### src/rtl/sep_pkg.sv
// Constants, encodings and state types of the serial EEPROM programming block
package sep_pkg;
    localparam int          CLK_NS     = 100;
    localparam int          CS_LOW_NS  = 250;
    localparam int          CS_LOW_CYC = (CS_LOW_NS + CLK_NS - 1) / CLK_NS;
    localparam int          WP_MS      = 10;
    localparam int          WP_CYC     = (WP_MS * 1000000) / CLK_NS;
    localparam int          AW         = 6;
    localparam int          DW         = 16;
    localparam int          JOB_W      = 2 + AW + DW;
    localparam int          FIFO_DEPTH = 8;
    localparam logic [4:0]  CMD_LAST   = 5'h07;
    localparam logic [4:0]  DATA_LAST  = 5'h0F;
    localparam logic [5:0]  ADDR_LAST  = 6'h3F;
    localparam logic [1:0]  OP_EXT     = 2'h0;
    localparam logic [1:0]  OP_WRITE   = 2'h1;
    localparam logic [1:0]  OP_READ    = 2'h2;
    localparam logic [1:0]  OP_ERASE   = 2'h3;
    localparam logic [1:0]  EXT_DIS    = 2'h0;
    localparam logic [1:0]  EXT_WRITE_ALL_CMD   = 2'h1;
    localparam logic [1:0]  EXT_ERASE_ALL_CMD   = 2'h2;
    localparam logic [1:0]  EXT_EN     = 2'h3;
    localparam logic [1:0]  JOB_WRITE  = 2'h0;
    localparam logic [1:0]  JOB_ERASE  = 2'h1;
    localparam logic [1:0]  JOB_ERASE_ALL_CMD   = 2'h2;
    localparam logic [1:0]  JOB_WRITE_ALL_CMD   = 2'h3;
    localparam logic [15:0] ERASED     = 16'hFFFF;
    localparam logic        PROG_EN_RST = 1'b0;

    typedef enum logic [4:0] {
        ST_IDLE = 5'h01,
        ST_CMD  = 5'h02,
        ST_DATA = 5'h04,
        ST_READ = 5'h08,
        ST_DONE = 5'h10
    } sep_shift_t;

    typedef enum logic [2:0] {
        E_IDLE = 3'h1,
        E_FILL = 3'h2,
        E_WAIT = 3'h4
    } sep_eng_t;
endpackage

### src/rtl/sep_fifo_if.sv
// Valid/ready carrier between the command shifter, FIFO and engine
`timescale 1ns/1ps
`default_nettype none
interface sep_fifo_if #(parameter int W = 24);
    logic         valid;
    logic         ready;
    logic [W-1:0] data;
    modport src (output valid, output data, input ready);
    modport snk (input valid, input data, output ready);
endinterface
`default_nettype wire

### src/rtl/sep_fifo.sv
// Synchronous FIFO of programming jobs
`timescale 1ns/1ps
`default_nettype none
module sep_fifo #(
    parameter int W = 24,
    parameter int D = 8
) (
    input  wire logic   clk,
    input  wire logic   rst_n,
    sep_fifo_if.snk     wr_if,
    sep_fifo_if.src     rd_if
);
    localparam int PW = $clog2(D);

    logic [W-1:0] mem_r [D];
    logic [PW-1:0] wp_r;
    logic [PW-1:0] rp_r;
    logic [PW:0]   cnt_r;
    logic          do_wr;
    logic          do_rd;

    assign wr_if.ready = (cnt_r != (PW+1)'(D));
    assign rd_if.valid = (cnt_r != '0);
    assign rd_if.data  = mem_r[rp_r];
    assign do_wr       = wr_if.valid && wr_if.ready;
    assign do_rd       = rd_if.valid && rd_if.ready;

    always_ff @(posedge clk)
    begin
        if (do_wr)
        begin
            mem_r[wp_r] <= wr_if.data;
        end
    end

    always_ff @(posedge clk)
    begin
        if (!rst_n)
        begin
            wp_r  <= '0;
            rp_r  <= '0;
            cnt_r <= '0;
        end
        else
        begin
            if (do_wr)
            begin
                wp_r <= (wp_r == PW'(D - 1)) ? '0 : wp_r + 1'b1;
            end
            if (do_rd)
            begin
                rp_r <= (rp_r == PW'(D - 1)) ? '0 : rp_r + 1'b1;
            end
            if (do_wr && !do_rd)
            begin
                cnt_r <= cnt_r + 1'b1;
            end
            else if (do_rd && !do_wr)
            begin
                cnt_r <= cnt_r - 1'b1;
            end
        end
    end
endmodule
`default_nettype wire

### src/rtl/sep_top.sv
// Three-wire serial EEPROM core: command shifter, programming engine, status
//
// Behaviour
// - Write takes 16 data bits; programming starts after the last one.
// - First select high after a programming command, once low at least 250 ns, shows ready/busy on output.
// - Status reads low while programming runs, high once finished.
// - Select raised after programming has ended gives no status.
// - Erase-all sets every bit to one; status as for a write.
// - Write-all stores one 16-bit pattern in every word; status likewise.
// - Programming disable blocks every erase and write until re-enabled.
// - Reads work whatever the enable state, in every frame that does not show status.
// - Command: select rises, start bit one, two-bit opcode, six address bits.
// - Write is 01, read 10, erase 11; opcode 00 with address 10, 01, 00, 11 for erase-all, write-all, disable, enable.
// - After reset programming is disabled until an enable command.
`timescale 1ns/1ps
`default_nettype none
module sep_top #(
    parameter int WP_CYCLES = sep_pkg::WP_CYC
) (
    input  wire logic CLK,
    input  wire logic RESET_N,
    input  wire logic CHIP_SELECT,
    input  wire logic SHIFT_CLOCK,
    input  wire logic SERIAL_IN,
    output var  logic SERIAL_OUT,
    output var  logic SERIAL_OUT_OE_N
);
    ////////////////////////////////////////////////////////////////////////
    // Pin synchronisers and edges
    logic cs_s1_r, cs_s2_r, cs_d_r;
    logic sk_s1_r, sk_s2_r, sk_d_r;
    logic di_s1_r, di_s2_r;
    logic cs_rise, cs_fall, sk_rise;

    always_ff @(posedge CLK)
    begin
        if (!RESET_N)
        begin
            {cs_s1_r, cs_s2_r, cs_d_r} <= 3'h0;
            {sk_s1_r, sk_s2_r, sk_d_r} <= 3'h0;
            {di_s1_r, di_s2_r}         <= 2'h0;
        end
        else
        begin
            {cs_s1_r, cs_s2_r, cs_d_r} <= {CHIP_SELECT, cs_s1_r, cs_s2_r};
            {sk_s1_r, sk_s2_r, sk_d_r} <= {SHIFT_CLOCK, sk_s1_r, sk_s2_r};
            {di_s1_r, di_s2_r}         <= {SERIAL_IN, di_s1_r};
        end
    end

    assign cs_rise = cs_s2_r && !cs_d_r;
    assign cs_fall = !cs_s2_r && cs_d_r;
    assign sk_rise = sk_s2_r && !sk_d_r;

    ////////////////////////////////////////////////////////////////////////
    // Job FIFO between shifter and engine
    sep_fifo_if #(.W(sep_pkg::JOB_W)) push_if ();
    sep_fifo_if #(.W(sep_pkg::JOB_W)) pop_if ();

    sep_fifo #(
        .W (sep_pkg::JOB_W),
        .D (sep_pkg::FIFO_DEPTH)
    ) u_fifo (
        .clk   (CLK),
        .rst_n (RESET_N),
        .wr_if (push_if),
        .rd_if (pop_if)
    );

    function automatic logic [sep_pkg::JOB_W-1:0] job_f(
        input logic [1:0]  kind,
        input logic [5:0]  addr,
        input logic [15:0] data
    );
        job_f = {kind, addr, data};
    endfunction

    ////////////////////////////////////////////////////////////////////////
    // Command shifter
    sep_pkg::sep_shift_t        st_r;
    logic [4:0]                 cnt_r;
    logic [7:0]                 cmd_r;
    logic [15:0]                dat_r;
    logic [15:0]                rd_sh_r;
    logic                       rd_bit_r;
    logic                       prog_en_r;
    logic                       push_r;
    logic [sep_pkg::JOB_W-1:0]  job_r;
    logic [7:0]                 cmd_nxt;
    logic [15:0]                dat_nxt;
    logic [15:0]                mem_r [64];

    assign cmd_nxt       = {cmd_r[6:0], di_s2_r};
    assign dat_nxt       = {dat_r[14:0], di_s2_r};
    assign push_if.valid = push_r;
    assign push_if.data  = job_r;

    always_ff @(posedge CLK)
    begin
        if (!RESET_N)
        begin
            st_r      <= sep_pkg::ST_IDLE;
            cnt_r     <= 5'h00;
            cmd_r     <= 8'h00;
            dat_r     <= 16'h0000;
            rd_sh_r   <= 16'h0000;
            rd_bit_r  <= 1'b0;
            prog_en_r <= sep_pkg::PROG_EN_RST;
            push_r    <= 1'b0;
            job_r     <= '0;
        end
        else
        begin
            if (push_r && push_if.ready)
            begin
                push_r <= 1'b0;
            end
            if (cs_fall)
            begin
                st_r <= sep_pkg::ST_IDLE;
            end
            else if (cs_s2_r && sk_rise)
            begin
                case (st_r)
                    sep_pkg::ST_IDLE:
                    begin
                        if (di_s2_r)
                        begin
                            st_r  <= sep_pkg::ST_CMD;
                            cnt_r <= 5'h00;
                        end
                    end
                    sep_pkg::ST_CMD:
                    begin
                        cmd_r <= cmd_nxt;
                        cnt_r <= cnt_r + 5'h01;
                        if (cnt_r == sep_pkg::CMD_LAST)
                        begin
                            st_r  <= sep_pkg::ST_DONE;
                            cnt_r <= 5'h00;
                            case (cmd_nxt[7:6])
                                sep_pkg::OP_READ:
                                begin
                                    st_r     <= sep_pkg::ST_READ;
                                    rd_sh_r  <= mem_r[cmd_nxt[5:0]];
                                    rd_bit_r <= 1'b0;
                                end
                                sep_pkg::OP_WRITE:
                                begin
                                    st_r <= sep_pkg::ST_DATA;
                                end
                                sep_pkg::OP_ERASE:
                                begin
                                    push_r <= prog_en_r;
                                    job_r  <= job_f(sep_pkg::JOB_ERASE,
                                                    cmd_nxt[5:0],
                                                    sep_pkg::ERASED);
                                end
                                default:
                                begin
                                    case (cmd_nxt[5:4])
                                        sep_pkg::EXT_EN:
                                        begin
                                            prog_en_r <= 1'b1;
                                        end
                                        sep_pkg::EXT_DIS:
                                        begin
                                            prog_en_r <= 1'b0;
                                        end
                                        sep_pkg::EXT_ERASE_ALL_CMD:
                                        begin
                                            push_r <= prog_en_r;
                                            job_r  <= job_f(sep_pkg::JOB_ERASE_ALL_CMD,
                                                            6'h00,
                                                            sep_pkg::ERASED);
                                        end
                                        default:
                                        begin
                                            st_r <= sep_pkg::ST_DATA;
                                        end
                                    endcase
                                end
                            endcase
                        end
                    end
                    sep_pkg::ST_DATA:
                    begin
                        dat_r <= dat_nxt;
                        cnt_r <= cnt_r + 5'h01;
                        if (cnt_r == sep_pkg::DATA_LAST)
                        begin
                            st_r   <= sep_pkg::ST_DONE;
                            push_r <= prog_en_r;
                            job_r  <= job_f((cmd_r[7:6] == sep_pkg::OP_WRITE)
                                            ? sep_pkg::JOB_WRITE
                                            : sep_pkg::JOB_WRITE_ALL_CMD,
                                            cmd_r[5:0], dat_nxt);
                        end
                    end
                    sep_pkg::ST_READ:
                    begin
                        rd_bit_r <= rd_sh_r[15];
                        rd_sh_r  <= {rd_sh_r[14:0], 1'b0};
                    end
                    default:
                    begin
                        st_r <= st_r;
                    end
                endcase
            end
        end
    end

    ////////////////////////////////////////////////////////////////////////
    // Programming engine
    sep_pkg::sep_eng_t eng_r;
    logic [5:0]        ea_r;
    logic [15:0]       ed_r;
    logic [23:0]       wcnt_r;
    logic              busy;
    logic              job_all_r;

    assign pop_if.ready = (eng_r == sep_pkg::E_IDLE);
    assign busy = (eng_r != sep_pkg::E_IDLE) || pop_if.valid || push_r;

    always_ff @(posedge CLK)
    begin
        if (!RESET_N)
        begin
            eng_r  <= sep_pkg::E_IDLE;
            ea_r   <= 6'h00;
            ed_r   <= 16'h0000;
            wcnt_r <= 24'h000000;
        end
        else
        begin
            case (eng_r)
                sep_pkg::E_IDLE:
                begin
                    wcnt_r <= 24'h000000;
                    if (pop_if.valid)
                    begin
                        ea_r <= pop_if.data[21:16];
                        ed_r <= pop_if.data[15:0];
                        if (pop_if.data[23])
                        begin
                            eng_r <= sep_pkg::E_FILL;
                            ea_r  <= 6'h00;
                        end
                        else
                        begin
                            eng_r <= sep_pkg::E_FILL;
                        end
                    end
                end
                sep_pkg::E_FILL:
                begin
                    mem_r[ea_r] <= ed_r;
                    ea_r        <= ea_r + 6'h01;
                    if (ea_r == sep_pkg::ADDR_LAST || !job_all_r)
                    begin
                        eng_r <= sep_pkg::E_WAIT;
                    end
                end
                sep_pkg::E_WAIT:
                begin
                    wcnt_r <= wcnt_r + 24'h000001;
                    if (wcnt_r == 24'(WP_CYCLES - 1))
                    begin
                        eng_r <= sep_pkg::E_IDLE;
                    end
                end
                default:
                begin
                    eng_r <= sep_pkg::E_IDLE;
                end
            endcase
        end
    end

    always_ff @(posedge CLK)
    begin
        if (!RESET_N)
        begin
            job_all_r <= 1'b0;
        end
        else if (eng_r == sep_pkg::E_IDLE && pop_if.valid)
        begin
            job_all_r <= pop_if.data[23];
        end
    end

    ////////////////////////////////////////////////////////////////////////
    // Ready/busy status and output pin
    logic [1:0] cs_low_r;
    logic       arm_r;
    logic       status_r;

    always_ff @(posedge CLK)
    begin
        if (!RESET_N)
        begin
            cs_low_r <= 2'h0;
            arm_r    <= 1'b0;
            status_r <= 1'b0;
        end
        else
        begin
            if (cs_s2_r)
            begin
                cs_low_r <= 2'h0;
            end
            else if (cs_low_r != 2'(sep_pkg::CS_LOW_CYC))
            begin
                cs_low_r <= cs_low_r + 2'h1;
            end
            if (cs_rise)
            begin
                status_r <= arm_r && busy &&
                            (cs_low_r == 2'(sep_pkg::CS_LOW_CYC));
            end
            else if (cs_fall)
            begin
                status_r <= 1'b0;
            end
            if (push_r && push_if.ready)
            begin
                arm_r <= 1'b1;
            end
            else if (cs_rise)
            begin
                arm_r <= 1'b0;
            end
        end
    end

    always_ff @(posedge CLK)
    begin
        if (!RESET_N)
        begin
            SERIAL_OUT      <= 1'b0;
            SERIAL_OUT_OE_N <= 1'b1;
        end
        else
        begin
            SERIAL_OUT      <= status_r ? !busy : rd_bit_r;
            SERIAL_OUT_OE_N <= !(status_r || st_r == sep_pkg::ST_READ);
        end
    end
endmodule
`default_nettype wire

### config.mk
export PLATFORM = sky130hd
export DESIGN_NAME = sep_top
export DESIGN_NICKNAME = d
export VERILOG_FILES = /design/src/rtl/sep_pkg.sv /design/src/rtl/sep_fifo_if.sv /design/src/rtl/sep_fifo.sv /design/src/rtl/sep_top.sv
export SDC_FILE = /design/constraint.sdc
export NUM_CORES = 1
export LEC_CHECK = 0
export BUFFER_PORTS_ARGS = -buffer_cell sky130_fd_sc_hd__buf_2
export CAP_MARGIN = 20
export CORE_ASPECT_RATIO = 1.4
export CORE_UTILIZATION = 45
export DETAILED_ROUTE_END_ITERATION = 7
export PLACE_DENSITY_LB_ADDON = 0.15
export SYNTH_ARGS = -nofsm -noshare
export SYNTH_HDL_FRONTEND = slang
export SYNTH_HIERARCHICAL = 1
export SYNTH_SLANG_ARGS = --single-unit
### constraint.sdc
create_clock -name CLK -period 3.3 [get_ports CLK]
set_input_delay 0.165 -clock CLK [delete_from_list [all_inputs] [get_ports CLK]]
set_output_delay 0.165 -clock CLK [all_outputs]
set_load 0.02 [all_outputs]
Word level (Yosys, flattened, before mapping)
Memory sizes are Yosys's and may differ from the RTL's. A register that Yosys moved wholly into a read port is not among the register bits.
Cells that the tools add are included.
W data, S select, Z words.
{ "classes": {"n_addsub": 8, "n_eq_ne": 32, "n_mux": 54, "bitwise_logic": 3, "reduce_logical": 48} }
{ "ops": {"columns": ["op", "n"], "rows": [
  ["$pmux W24 S2", 3],
  ["$mux W24", 3],
  ["$pmux W5 S3", 3],
  ["$mux W16", 2],
  ["$pmux W16 S2", 1],
  ["$mux W5", 6],
  ["$add A24 B1 Y24 const B", 1],
  ["$eq A24 B17 Y1 const B", 1],
  ["$mux W3", 7],
  ["$mux W1", 18],
  ["$ne A2 B2 Y1 const B", 9],
  ["$reduce_bool A2 Y1", 8],
  ["$mux W6", 2],
  ["$pmux W6 S2", 1],
  ["$eq A2 B2 Y1 const B", 5],
  ["$eq A5 B3 Y1 const B", 2],
  ["$eq A5 B4 Y1 const B", 2],
  ["$logic_and A1 B1 Y1", 10],
  ["$reduce_and A5 Y1", 2],
  ["$eq A3 B3 Y1 const B", 3],
  ["$pmux W3 S3", 1],
  ["$reduce_and A3 Y1", 3],
  ["$logic_not A1 Y1", 8],
  ["$mux W4", 2],
  ["other kinds (28)", 42]
]} }
{ "word_totals": {"register_bits": 150, "ram_bits": 1216, "inputBits": 5, "memories": 2} }
{ "memory_table": {"columns": ["memory", "depth", "width", "read_ports", "rd_ports_with_merged_regs", "write_ports", "line", "source"], "rows": [
  ["mem_r", 64, 16, 1, 0, 1, "sep_top.sv:91", "logic [15:0] mem_r [64];"],
  ["u_fifo.mem_r", 8, 24, 1, 1, 1, "sep_fifo.sv:15", "logic [W-1:0] mem_r [D];"]
]} }

Depth between registers and ports, before layout
Gate-level depths: netlist of the first run.
{ "logic_depth": {"depth_word": 9, "mapped_depth": 11, "mapped_depth_nobuf": 10} }

Hierarchy
The synthesis of the first run kept the hierarchy.
{ "by_module_without_submodules": {"columns": ["module", "n_inst", "cells_per_inst", "area_each_um2", "seq_area_each_um2"], "rows": [
  ["sep_top", 1, 2528, 45234.6, 33552.2],
  ["sep_fifo", 1, 352, 7927.6, 6025.8]
]} }

Worst setup path after synthesis of the first run
OpenSTA, ideal clock, no wires.
{ "synth_path": {"path_type": "flip-flop to flip-flop", "from": "register u_fifo.cnt_r[0]", "to": "memory u_fifo.mem_r[0][0], enable pin", "setup_ns": 0.466, "t_arrival_ns": 3.014, "t_required_ns": 2.834, "path_slack_ns": -0.180, "path_stages_with_launch": 4, "period_less_slack_ns": 3.480, "cell_sequence": "dfxtp_1 -> or4b_1 -> nand2_2 -> nor4_1"} }
{ "synth_between": {"elab_chain_cells": 4} }
{ "synth_rtl": {"columns": ["item", "line", "source"], "rows": [
  ["start: declaration", "sep_fifo.sv:18", "logic [PW:0] cnt_r;"],
  ["start signal: assignment", "sep_fifo.sv:56", "cnt_r <= cnt_r + 1'b1;"],
  ["start signal: assignment", "sep_fifo.sv:60", "cnt_r <= cnt_r - 1'b1;"],
  ["$ne A4 B4 Y1", "sep_fifo.sv:22", "assign wr_if.ready = (cnt_r != (PW+1)'(D));"],
  ["via push_if.ready", "sep_fifo_if.sv:6", "logic ready;"],
  ["$logic_and A1 B1 Y1", "sep_fifo.sv:25", "assign do_wr = wr_if.valid && wr_if.ready;"],
  ["$mux W1", "sep_fifo.sv:30", "if (do_wr)"],
  ["$mux W1 (not written as such)", "sep_fifo.sv:32", "mem_r[wp_r] <= wr_if.data;"],
  ["end: declaration", "sep_fifo.sv:15", null]
]} }
The timed path passes the listed nets, and every way through them passes these cells.

Worst setup path in the final report of the first run
{ "layout_path": {"from": "register cmd_r[2]", "to": "register rd_sh_r[3]"} }
{ "layout_between": {"elab_chain_cells": 4} }
{ "layout_rtl": {"columns": ["item", "line", "source"], "rows": [
  ["start: declaration", "sep_top.sv:82", "logic [7:0] cmd_r;"],
  ["start signal: assignment", "sep_top.sv:135", "cmd_r <= cmd_nxt;"],
  ["$mem_v2 Z64 W16", null, null],
  ["$mux W16", "sep_top.sv:141", "case (cmd_nxt[7:6])"],
  ["$mux W16", "sep_top.sv:137", "if (cnt_r == sep_pkg::CMD_LAST)"],
  ["$pmux W16 S2", "sep_top.sv:124", "case (st_r)"],
  ["end signal: assignment", "sep_top.sv:145", "rd_sh_r <= mem_r[cmd_nxt[5:0]];"],
  ["end signal: assignment", "sep_top.sv:203", "rd_sh_r <= {rd_sh_r[14:0], 1'b0};"],
  ["end: declaration", "sep_top.sv:84", "logic [15:0] rd_sh_r;"]
]} }
Every way passes these cells. The select of a mux whose other input is x is not followed.
A chain may end at the register's enable or synchronous reset.

==> summary.json, run 1 <==
{
  "timing.critical_path.required_ns": 3.92,
  "cts_post_setup_buffers_inserted": 0,
  "cts_buffers": 131,
  "syn-instance-count": 2865,
  "arrival_ns": 3.53,
  "placedCellCount": 4414,
  "dr_total_vias": 27561,
  "placeable_core_region_um2": 116000,
  "clock_tree.htree_level_count": 4,
  "detailedPlacementHpwl_mm": 82.0,
  "boundaryPins": 7,
  "antenna_found_initial": 3,
  "clk_pin_slew_ns": 0.06,
  "critPathLaunchType": "flip-flop",
  "post_route_fraction_of_the_period_consumed_by_the_critical_path": 0.882,
  "residual_drc_count": 0,
  "clock-skew-final_ns": 0.0262,
  "worstMarginPinSlew_ns": 1.13,
  "worst-setup-path-type": "reg -> reg",
  "syn-mean-instance-area_um2": 18.4,
  "cellPowerDensity_nw_per_um2": 660,
  "cts-root-to-sink-buffers": 3,
  "global_route.usage.total": 0.221,
  "peakVddDrop_v": 0.000510,
  "drt_iter0_drc": 2491,
  "synth_area_um2": 52800,
  "grt_start_max_net_pins": 66,
  "grt_setup_unrepaired": "no",
  "numPortBuffers": 6,
  "run_status": "complete, no violations",
  "row_count": 148,
  "cts_tree": "built",
  "leakage_dissipation_nw": 18.7,
  "synth_nets": 2892,
  "cts.sink_count": 1360,
  "most-common-layout-cells": "edfxtp_1, mux4_2, buf_4",
  "finish.net_count": 3078,
  "syn2layout_area_growth_pct": 13.9,
  "maxClockFrequency_ghz": 0.344,
  "drt_wl_total_mm": 130,
  "die_area_um2": 119000,
  "floorplan.initialDensity": 0.454,
  "root_buffer": "clkbuf_16",
  "time_the_final_worst_path_needs_with_i_o_delays_and_setup_ns": 2.91,
  "detail_route.wl_per_cell_um": 28.0,
  "layoutNonFillerInstCount": 4656,
  "ys.warnings.count": 6,
  "avgViaCountPerCell": 5.92,
  "setup-violations-final": 0,
  "die-width_um": 292,
  "final_max_slew_viol_count": 0,
  "final_antenna_net_count": 0,
  "drt_first_pass_iters": 6,
  "die_height_um": 407,
  "max-cap-violations": 0,
  "final-hold-violation-count": 0,
  "first_global_vias": 28377,
  "p_total_mw": 39.7,
  "grt_first_pass_wirelength_mm": 191,
  "gp_routability_congestion": 0.856,
  "hold_path.class": "in -> reg",
  "post_route_cells_drive_above_1_share": 0.236,
  "clk-insertion-delay-late_ns": 0.75,
  "layout.cells.most_common": "edfxtp_1",
  "tns_ns": 0,
  "maxSlewHeadroom": 0.245,
  "grt_overflow_total": 0,
  "endpoint_kind": "flip-flop",
  "path_max_fanout": 10
}
==> worst paths after layout <==
path	slack (ns)	cells after the start	startpoint	end
worst max-delay path	0.39	8	cmd_r[2]	rd_sh_r[3]
worst min register to register	0.45	1	sk_s1_r	sk_s2_r
worst min-delay path	0.14	3	RESET_N	SERIAL_OUT_OE_N
worst max register to register	0.39	8	cmd_r[2]	rd_sh_r[3]
==> worst max-delay path, stage by stage, from the launching register on <==
cell and delay (ns):
dfxtp_1 0.55, nor2b_1 0.82, nand2b_1 0.32, buf_4 0.26
o221ai_1 0.27, a21oi_1 0.18, o21ai_0 0.13, buf_4 0.18
a31oi_1 0.08
==> metrics by stage <==
step	hold WS [ns]	area, µm²	setup WS, ns	utilization
finish	0.139	60200	0.390	0.518
global route	0.146	60200	0.291	0.518
CTS	0.0949	60200	0.307	0.517
detailed placement	0.406	55900	0.317	0.480
global placement	0.408	55900	0.283	0.480
floorplan	0.292	52800	0.367	-
==> routing by layer <==
layer / vias to the layer above / part of all wire / GRT usage
met1: 14654 / 0.40 / 0.282
met3: 192 / 0.049 / 0.0340
met4: 0 / 0.030 / 0.0734
met2: 781 / 0.52 / 0.386
li1: 11934 / - / -
met5: - / 0 / 0
==> flip-flops by register name, summed over array words and instances, names as in the netlist, 2 cells and up, named ones only <==
signal and flops:
u_fifo/cnt_r 4, u_fifo/wp_r 3, wcnt_r 24, cnt_r 5, u_fifo/mem_r 184, eng_r 3
cmd_r 8, dat_r 15, cs_low_r 2, st_r 5, ea_r 6, ed_r 16
job_r 23, rd_sh_r 16, mem_r 1024, u_fifo/rp_r 3
==> cell type report <==
| type | count | area [µm²] |
|---|---|---|
| Fill cell | 9257 | 56100 |
| Sequential cell | 1360 | 39400 |
| Multi-Input combinational cell | 1326 | 12800 |
| Clock buffer | 164 | 3520 |
| Tap cell | 1500 | 1880 |
| Timing Repair Buffer | 215 | 1870 |
| Clock inverter | 73 | 747 |
| Inverter | 17 | 65.1 |
| Antenna cell | 1 | 2.50 |
==> timing repair <==
item | in CTS | in global routing
gates resized for setup | 0 | 0
endpoints found under the hold margin | 3 | 0
hold buffers | 3 | 0
setup endpoints to repair | 0 | 0
==> power by group <==
group / internal [mW] / switching [mW]
combinational: 1.20 / 2.05
clock: 8.54 / 6.38
sequential: 20.4 / 1.22
total: 30.1 / 9.65
Power figures use the tool's default switching activity.
==> inputs of run 2 (changes only) <==
--- a/config.mk
+++ b/config.mk
@@ -13,5 +13,4 @@
 export PLACE_DENSITY_LB_ADDON = 0.15
 export SYNTH_ARGS = -nofsm -noshare
 export SYNTH_HDL_FRONTEND = slang
-export SYNTH_HIERARCHICAL = 1
 export SYNTH_SLANG_ARGS = --single-unit
==> run 2 against run 1 <==
Compared with the run above: cell count grew 2.6%; register-to-register slack improved by 0.05 ns; global-route usage grew 0.72 points; sequential share of layout area decreased by 0.61 points; setup slack gained 0.049 ns; synthesized cell count increased by 0.35%; via count grew 0.73%; combinational power rose by 3%; sequential power grew 2%; clock-buffer cell count is 10 higher; die area up 1.1%; clock skew grew 0.0025 ns; highest routed layer unchanged.
==> summary.json, run 2 <==
{
  "synth_largest_area_cell": "edfxtp_1",
  "setup_ws_ns": 0.438,
  "floorplan.initialDensity": 0.453,
  "cts_post_setup_buffers_inserted": 0,
  "fillcell_total": 9492,
  "die-width_um": 293,
  "worstMarginPinSlew_ns": 1.09,
  "synth_nets": 2903,
  "grt_first_pass_wirelength_mm": 197,
  "clk-insertion-delay-late_ns": 0.76,
  "post_synth_main_area_contributors": "edfxtp_1, mux4_2, dfxtp_1",
  "cts.sink_count": 1360,
  "register_bit_count_reported_by_yosys": 1360,
  "final_max_slew_viol_count": 0,
  "cts-root-to-sink-buffers": 3,
  "endpoint_kind": "flip-flop",
  "synth-seq-area-share": 0.736,
  "syn-instance-count": 2875,
  "ys.flop_type": "edfxtp_1",
  "final-hold-violation-count": 0,
  "layoutNonFillerInstCount": 4776,
  "residual_drc_count": 0,
  "placement.setup.worst_slack_ns": 0.420,
  "grt_overflow_total": 0,
  "maxSlewHeadroom": 0.274,
  "slowest_delay_ns": 0.59,
  "drt_first_pass_iters": 6,
  "cts_buffers": 130,
  "ys.warnings.count": 0,
  "critPathSlowestCell": "or4_1",
  "crit_family": "simple AND/OR/NAND/NOR gates",
  "worstReg2RegEnd": "u_fifo.cnt_r[3]",
  "boundaryPins": 7,
  "ff2ff_path_depth": 11,
  "cts_tree": "built",
  "antenna_cells_inserted": 0,
  "largest_registers": "mem_r (1024), u_fifo.mem_r (184), wcnt_r (24)",
  "max-cap-violations": 0,
  "min_path_cells": 3,
  "gp_routability_congestion": 0.902,
  "setup-violations-final": 0,
  "largest_register_ff_count": 1024,
  "synth_enable_flop_cells": 1208,
  "first_global_vias": 28899,
  "arrival_ns": 3.53,
  "synth_area_um2": 53400,
  "grt_start_max_net_pins": 51,
  "post_route_cells_drive_above_1_share": 0.241,
  "final_antenna_net_count": 0,
  "path_max_fanout": 10,
  "total_switching_power_mw": 9.96,
  "clock-skew-final_ns": 0.0287,
  "grt_setup_unrepaired": "no",
  "cp_num_buf_inv": 2,
  "dr_total_vias": 27762,
  "min-delay-start": "SERIAL_IN",
  "numPortBuffers": 6,
  "clockPowerShare": 0.368,
  "root_buffer": "clkbuf_16",
  "leakage_dissipation_nw": 19.1,
  "post_route_fraction_of_the_period_consumed_by_the_critical_path": 0.867,
  "final.hold.worst_slack_ns": 0.151,
  "die_height_um": 410,
  "placedCellCount": 4535,
  "post-synth-top-area-fraction": 0.679,
  "global_route.usage.total": 0.229,
  "antenna_found_initial": 3,
  "detail_route.wl_per_cell_um": 28.2,
  "tns_ns": 0,
  "run_status": "complete, no violations",
  "finish.net_count": 3115,
  "hold_path.class": "in -> reg",
  "netSwitchingFraction": 0.248,
  "critPathLaunchType": "flip-flop",
  "row_count": 149,
  "crit-reg2reg-launch": "u_fifo.cnt_r[0]",
  "crit_cells": 11,
  "placeable_core_region_um2": 118000,
  "syn2layout_area_growth_pct": 13.8,
  "min_delay_worst_endpoint": "di_s1_r",
  "avgViaCountPerCell": 5.81,
  "internal_power_mw": 30.1,
  "die_area_um2": 120000,
  "time_the_final_worst_path_needs_with_i_o_delays_and_setup_ns": 2.86,
  "peakVddDrop_v": 0.000514,
  "cts_resized": 0,
  "drt_wl_total_mm": 135,
  "top_register": "mem_r",
  "detailedPlacementHpwl_mm": 84.6,
  "layout.cells.most_common": "edfxtp_1",
  "yosys.cell_types.count": 79,
  "async_flop_share": 0,
  "fraction_of_power_consumed_by_combinational_cells": 0.084,
  "syn-mean-instance-area_um2": 18.6,
  "crit_path_cell_trace": "or4_1, nor2b_2, inv_2, ha_1, inv_1, ha_1, a21o_1, a21oi_1, xnor2_1, or3_1, a21oi_1",
  "reg2reg_setup_slack_ns": 0.44,
  "worst-setup-path-type": "reg -> reg",
  "timing.critical_path.required_ns": 3.97,
  "clock_tree.htree_level_count": 4,
  "clk_pin_slew_ns": 0.06,
  "most-common-layout-cells": "edfxtp_1, mux4_2, buf_4",
  "power_frac_seq": 0.548,
  "maxClockFrequency_ghz": 0.349,
  "cellPowerDensity_nw_per_um2": 660,
  "top_count_cell_post_synth": "edfxtp_1",
  "synth_common_cells": "edfxtp_1, mux4_2, nor2_1",
  "drt_iter0_drc": 2255
}
[run 2: cell families after synthesis]
kind of cell    after synthesis  share of synthesized area
flops                      1360                      0.736
simple gates                545                     0.0512
mux                         434                      0.147
compound gates              305                     0.0381
buf+inv                     201                     0.0202
fa+ha+maj                    23                    0.00553
xor+xnor                      7                    0.00115
[run 2: area by class of cell]
| cell class | count | area, µm² | share of cell area |
|---|---|---|---|
| clock buffers | 174 | 3530 | 0.0581 |
| well taps | 1585 | 1980 | 0.0326 |
| flip-flops and latches | 1360 | 39400 | 0.648 |
| inverters | 40 | 151 | 0.00249 |
| repair buffers | 241 | 2000 | 0.0330 |
| multi-input cells | 1314 | 13100 | 0.215 |
| clock inverters | 62 | 671 | 0.0110 |
[run 2: worst reg2reg max path, stage by stage, from the launching register on]
cell	delay (ns)
dfxtp_1	0.37
or4_1	0.59
nor2b_2	0.19
inv_2	0.15
ha_1	0.21
inv_1	0.09
ha_1	0.28
a21o_1	0.18
a21oi_1	0.18
xnor2_1	0.09
or3_1	0.30
a21oi_1	0.14
[run 2: repair_timing]
item | in CTS | in global routing
hold endpoints to repair | 17 | 0
hold buffers | 4 | 0
setup endpoints to repair | 0 | 0
[run 2: layer usage]
| metal | wire, µm | global-route usage | part of all wire |
|---|---|---|---|
| met5 | 0 | 0 | 0 |
| met3 | 6500 | 0.0345 | 0.048 |
| met2 | 72000 | 0.408 | 0.53 |
| met1 | 52000 | 0.283 | 0.39 |
| met4 | 4360 | 0.0764 | 0.032 |
[run 2: worst max path at each step]
stage                         start                  to
finish              u_fifo.cnt_r[0]     u_fifo.cnt_r[3]
global route               cmd_r[0]         rd_sh_r[12]
CTS                        cmd_r[0]          rd_sh_r[1]
detailed placement         cmd_r[0]          rd_sh_r[1]
global placement    u_fifo.cnt_r[0]     u_fifo.cnt_r[3]
floorplan           u_fifo.cnt_r[0]  u_fifo.mem_r[5][0]
[run 2: stage by stage]
step           utilization  total power, mW  area, µm²
2_1_floorplan            -             23.7      53400
3_3_place_gp         0.479             25.5      56500
3_5_place_dp         0.479             25.7      56500
4_1_cts              0.515             40.4      60700
5_1_grt              0.516             41.4      60800
6_report             0.516             40.1      60800
[run 2: power by group through the flow]
| stage | Combinational (mW) | Sequential (mW) | Clock (mW) |
|---|---|---|---|
| 3_3_place_gp | 3.17 | 22.3 | 0 |
| 4_1_cts | 3.30 | 22.1 | 15.1 |
| 5_1_grt | 3.63 | 22.1 | 15.7 |
| 2_1_floorplan | 1.74 | 22.0 | 0 |
| 3_5_place_dp | 3.29 | 22.4 | 0 |
| 6_report | 3.36 | 22.0 | 14.8 |
==> inputs of run 3 (changes only) <==
--- a/config.mk
+++ b/config.mk
@@ -8,7 +8,7 @@
 export BUFFER_PORTS_ARGS = -buffer_cell sky130_fd_sc_hd__buf_2
 export CAP_MARGIN = 20
 export CORE_ASPECT_RATIO = 1.4
-export CORE_UTILIZATION = 45
+export CORE_UTILIZATION = 30
 export DETAILED_ROUTE_END_ITERATION = 7
 export PLACE_DENSITY_LB_ADDON = 0.15
 export SYNTH_ARGS = -nofsm -noshare
==> run 3 against run 2 <==
Compared with the run above: global-route usage is 6.3 points lower; critical path type unchanged; final area is 1.9% higher; clock-buffer cell count is 1 higher; hold slack worse by 0.016 ns; setup slack worse by 0.018 ns.
==> summary.json, run 3 (synthesis gave the netlist of run 2 again) <==
{
  "gp_routability_congestion": 0.873,
  "residual_drc_count": 0,
  "finish.net_count": 3123,
  "first_global_vias": 29053,
  "boundaryPins": 7,
  "final-hold-violation-count": 0,
  "endpoint_kind": "flip-flop",
  "drt_first_pass_iters": 5,
  "internal_power_mw": 30.6,
  "grt_overflow_total": 0,
  "placeable_core_region_um2": 176000,
  "timing.critical_path.required_ns": 3.99,
  "cts-root-to-sink-buffers": 3,
  "clk_pin_slew_ns": 0.06,
  "cts_post_setup_buffers_inserted": 0,
  "row_count": 182,
  "netSwitchingFraction": 0.254,
  "fraction_of_power_consumed_by_combinational_cells": 0.085,
  "setup-violations-final": 0,
  "maxClockFrequency_ghz": 0.347,
  "run_status": "complete, no violations",
  "setup_ws_ns": 0.421,
  "top_layer": "met4",
  "tns_ns": 0,
  "largest_registers": "mem_r (1024), u_fifo.mem_r (184), wcnt_r (24)",
  "cts.sink_count": 1360,
  "root_buffer": "clkbuf_16",
  "path_max_fanout": 10,
  "clock-skew-final_ns": 0.0267,
  "cts_buffers": 138,
  "peakVddDrop_v": 0.000444,
  "detailroute.wirelength.met2_mm": 79.6,
  "placement.setup.worst_slack_ns": 0.372,
  "floorplan.initialDensity": 0.303,
  "final_max_slew_viol_count": 0,
  "die-width_um": 359,
  "largest_register_ff_count": 1024,
  "dr_total_vias": 27689,
  "cts_resized": 0,
  "cts_tree": "built",
  "fillcell_total": 16608,
  "numPortBuffers": 6,
  "power_frac_seq": 0.536,
  "worstMarginPinSlew_ns": 1.08,
  "drt_wl_total_mm": 148,
  "avgViaCountPerCell": 5.03,
  "post_route_cells_drive_above_1_share": 0.244,
  "critPathLaunchType": "flip-flop",
  "hold_path.class": "in -> reg",
  "die_height_um": 501,
  "worst-setup-path-type": "reg -> reg",
  "top_register": "mem_r",
  "wl_met1_mm": 57.7,
  "layout.cells.most_common": "edfxtp_1",
  "die_area_um2": 180000,
  "time_the_final_worst_path_needs_with_i_o_delays_and_setup_ns": 2.88,
  "detail_route.wl_per_cell_um": 26.8,
  "max-cap-violations": 0,
  "clockPowerShare": 0.379,
  "cellPowerDensity_nw_per_um2": 662,
  "most-common-layout-cells": "edfxtp_1, mux4_2, buf_4",
  "final_antenna_net_count": 0,
  "drt_iter0_drc": 2288,
  "grt_start_max_net_pins": 65,
  "grt_first_pass_wirelength_mm": 212,
  "met3_wirelength_mm": 5.36,
  "syn2layout_area_growth_pct": 16.0,
  "antenna_found_initial": 5,
  "total_switching_power_mw": 10.4,
  "clk-insertion-delay-late_ns": 0.79,
  "arrival_ns": 3.57,
  "clock_tree.htree_level_count": 4,
  "grt_setup_unrepaired": "no",
  "post_route_fraction_of_the_period_consumed_by_the_critical_path": 0.873,
  "maxSlewHeadroom": 0.276,
  "detailedPlacementHpwl_mm": 94.5,
  "global_route.usage.total": 0.166,
  "leakage_dissipation_nw": 19.3
}
==> run 3: cell type report <==
class	count	area [µm²]	area share
timing repair buffer	241	2020	0.0326
clock inverter	77	716	0.0116
clock buffer	175	3730	0.0602
antenna	3	7.51	0.000121
multi-input combinational	1314	13100	0.211
sequential	1360	39400	0.636
tap	2300	2880	0.0465
inverter	40	151	0.00245
==> run 3: stage by stage <==
stage           util  hold slack, ns  cell area, µm²  power (mW)  instances
5_1_grt        0.351           0.116           61900        42.4       5508
4_1_cts        0.351          0.0772           61900        41.5       5506
2_1_floorplan      -           0.292           53400        23.7       2875
3_5_place_dp   0.326           0.382           57400        26.0       5250
6_report       0.351           0.135           61900        41.0       5510
3_3_place_gp   0.326           0.384           57400        25.8       5250
==> run 3: path summary, 6_finish.rpt <==
path	from	end	slack, ns	cells after the start
max	u_fifo.cnt_r[0]	u_fifo.cnt_r[3]	0.42	11
min reg2reg	di_s1_r	di_s2_r	0.44	1
min	SERIAL_IN	di_s1_r	0.14	3
max reg2reg	u_fifo.cnt_r[0]	u_fifo.cnt_r[3]	0.42	11
==> run 3: critical path: stages, from the launching register on <==
cell     delay (ns)
dfxtp_1        0.37
or4_1          0.60
nor2b_4        0.16
inv_2          0.14
ha_1           0.21
inv_1          0.10
ha_1           0.29
a21o_1         0.18
a21oi_1        0.18
xnor2_1        0.10
or3_1          0.31
a21oi_1        0.15
==> run 3: power groups by stage <==
stage / logic [mW] / clock network (mW) / registers [mW]
CTS: 3.49 / 16.0 / 22.1
finish: 3.49 / 15.5 / 22.0
global route: 3.80 / 16.5 / 22.1
global placement: 3.37 / 0 / 22.4
floorplan: 1.74 / 0 / 22.0
detailed placement: 3.49 / 0 / 22.5
==> run 3: metal layers <==
metal  track usage  vias up
li1              -    12108
met1         0.194    14732
met2         0.303      632
met3        0.0245      217
met4        0.0603        0
met5             0        -
==> run 3: what timing repair did <==
action	in CTS	in global routing
hold buffers	4	0
hold endpoints to repair	9	0
endpoints found under the setup margin	0	0
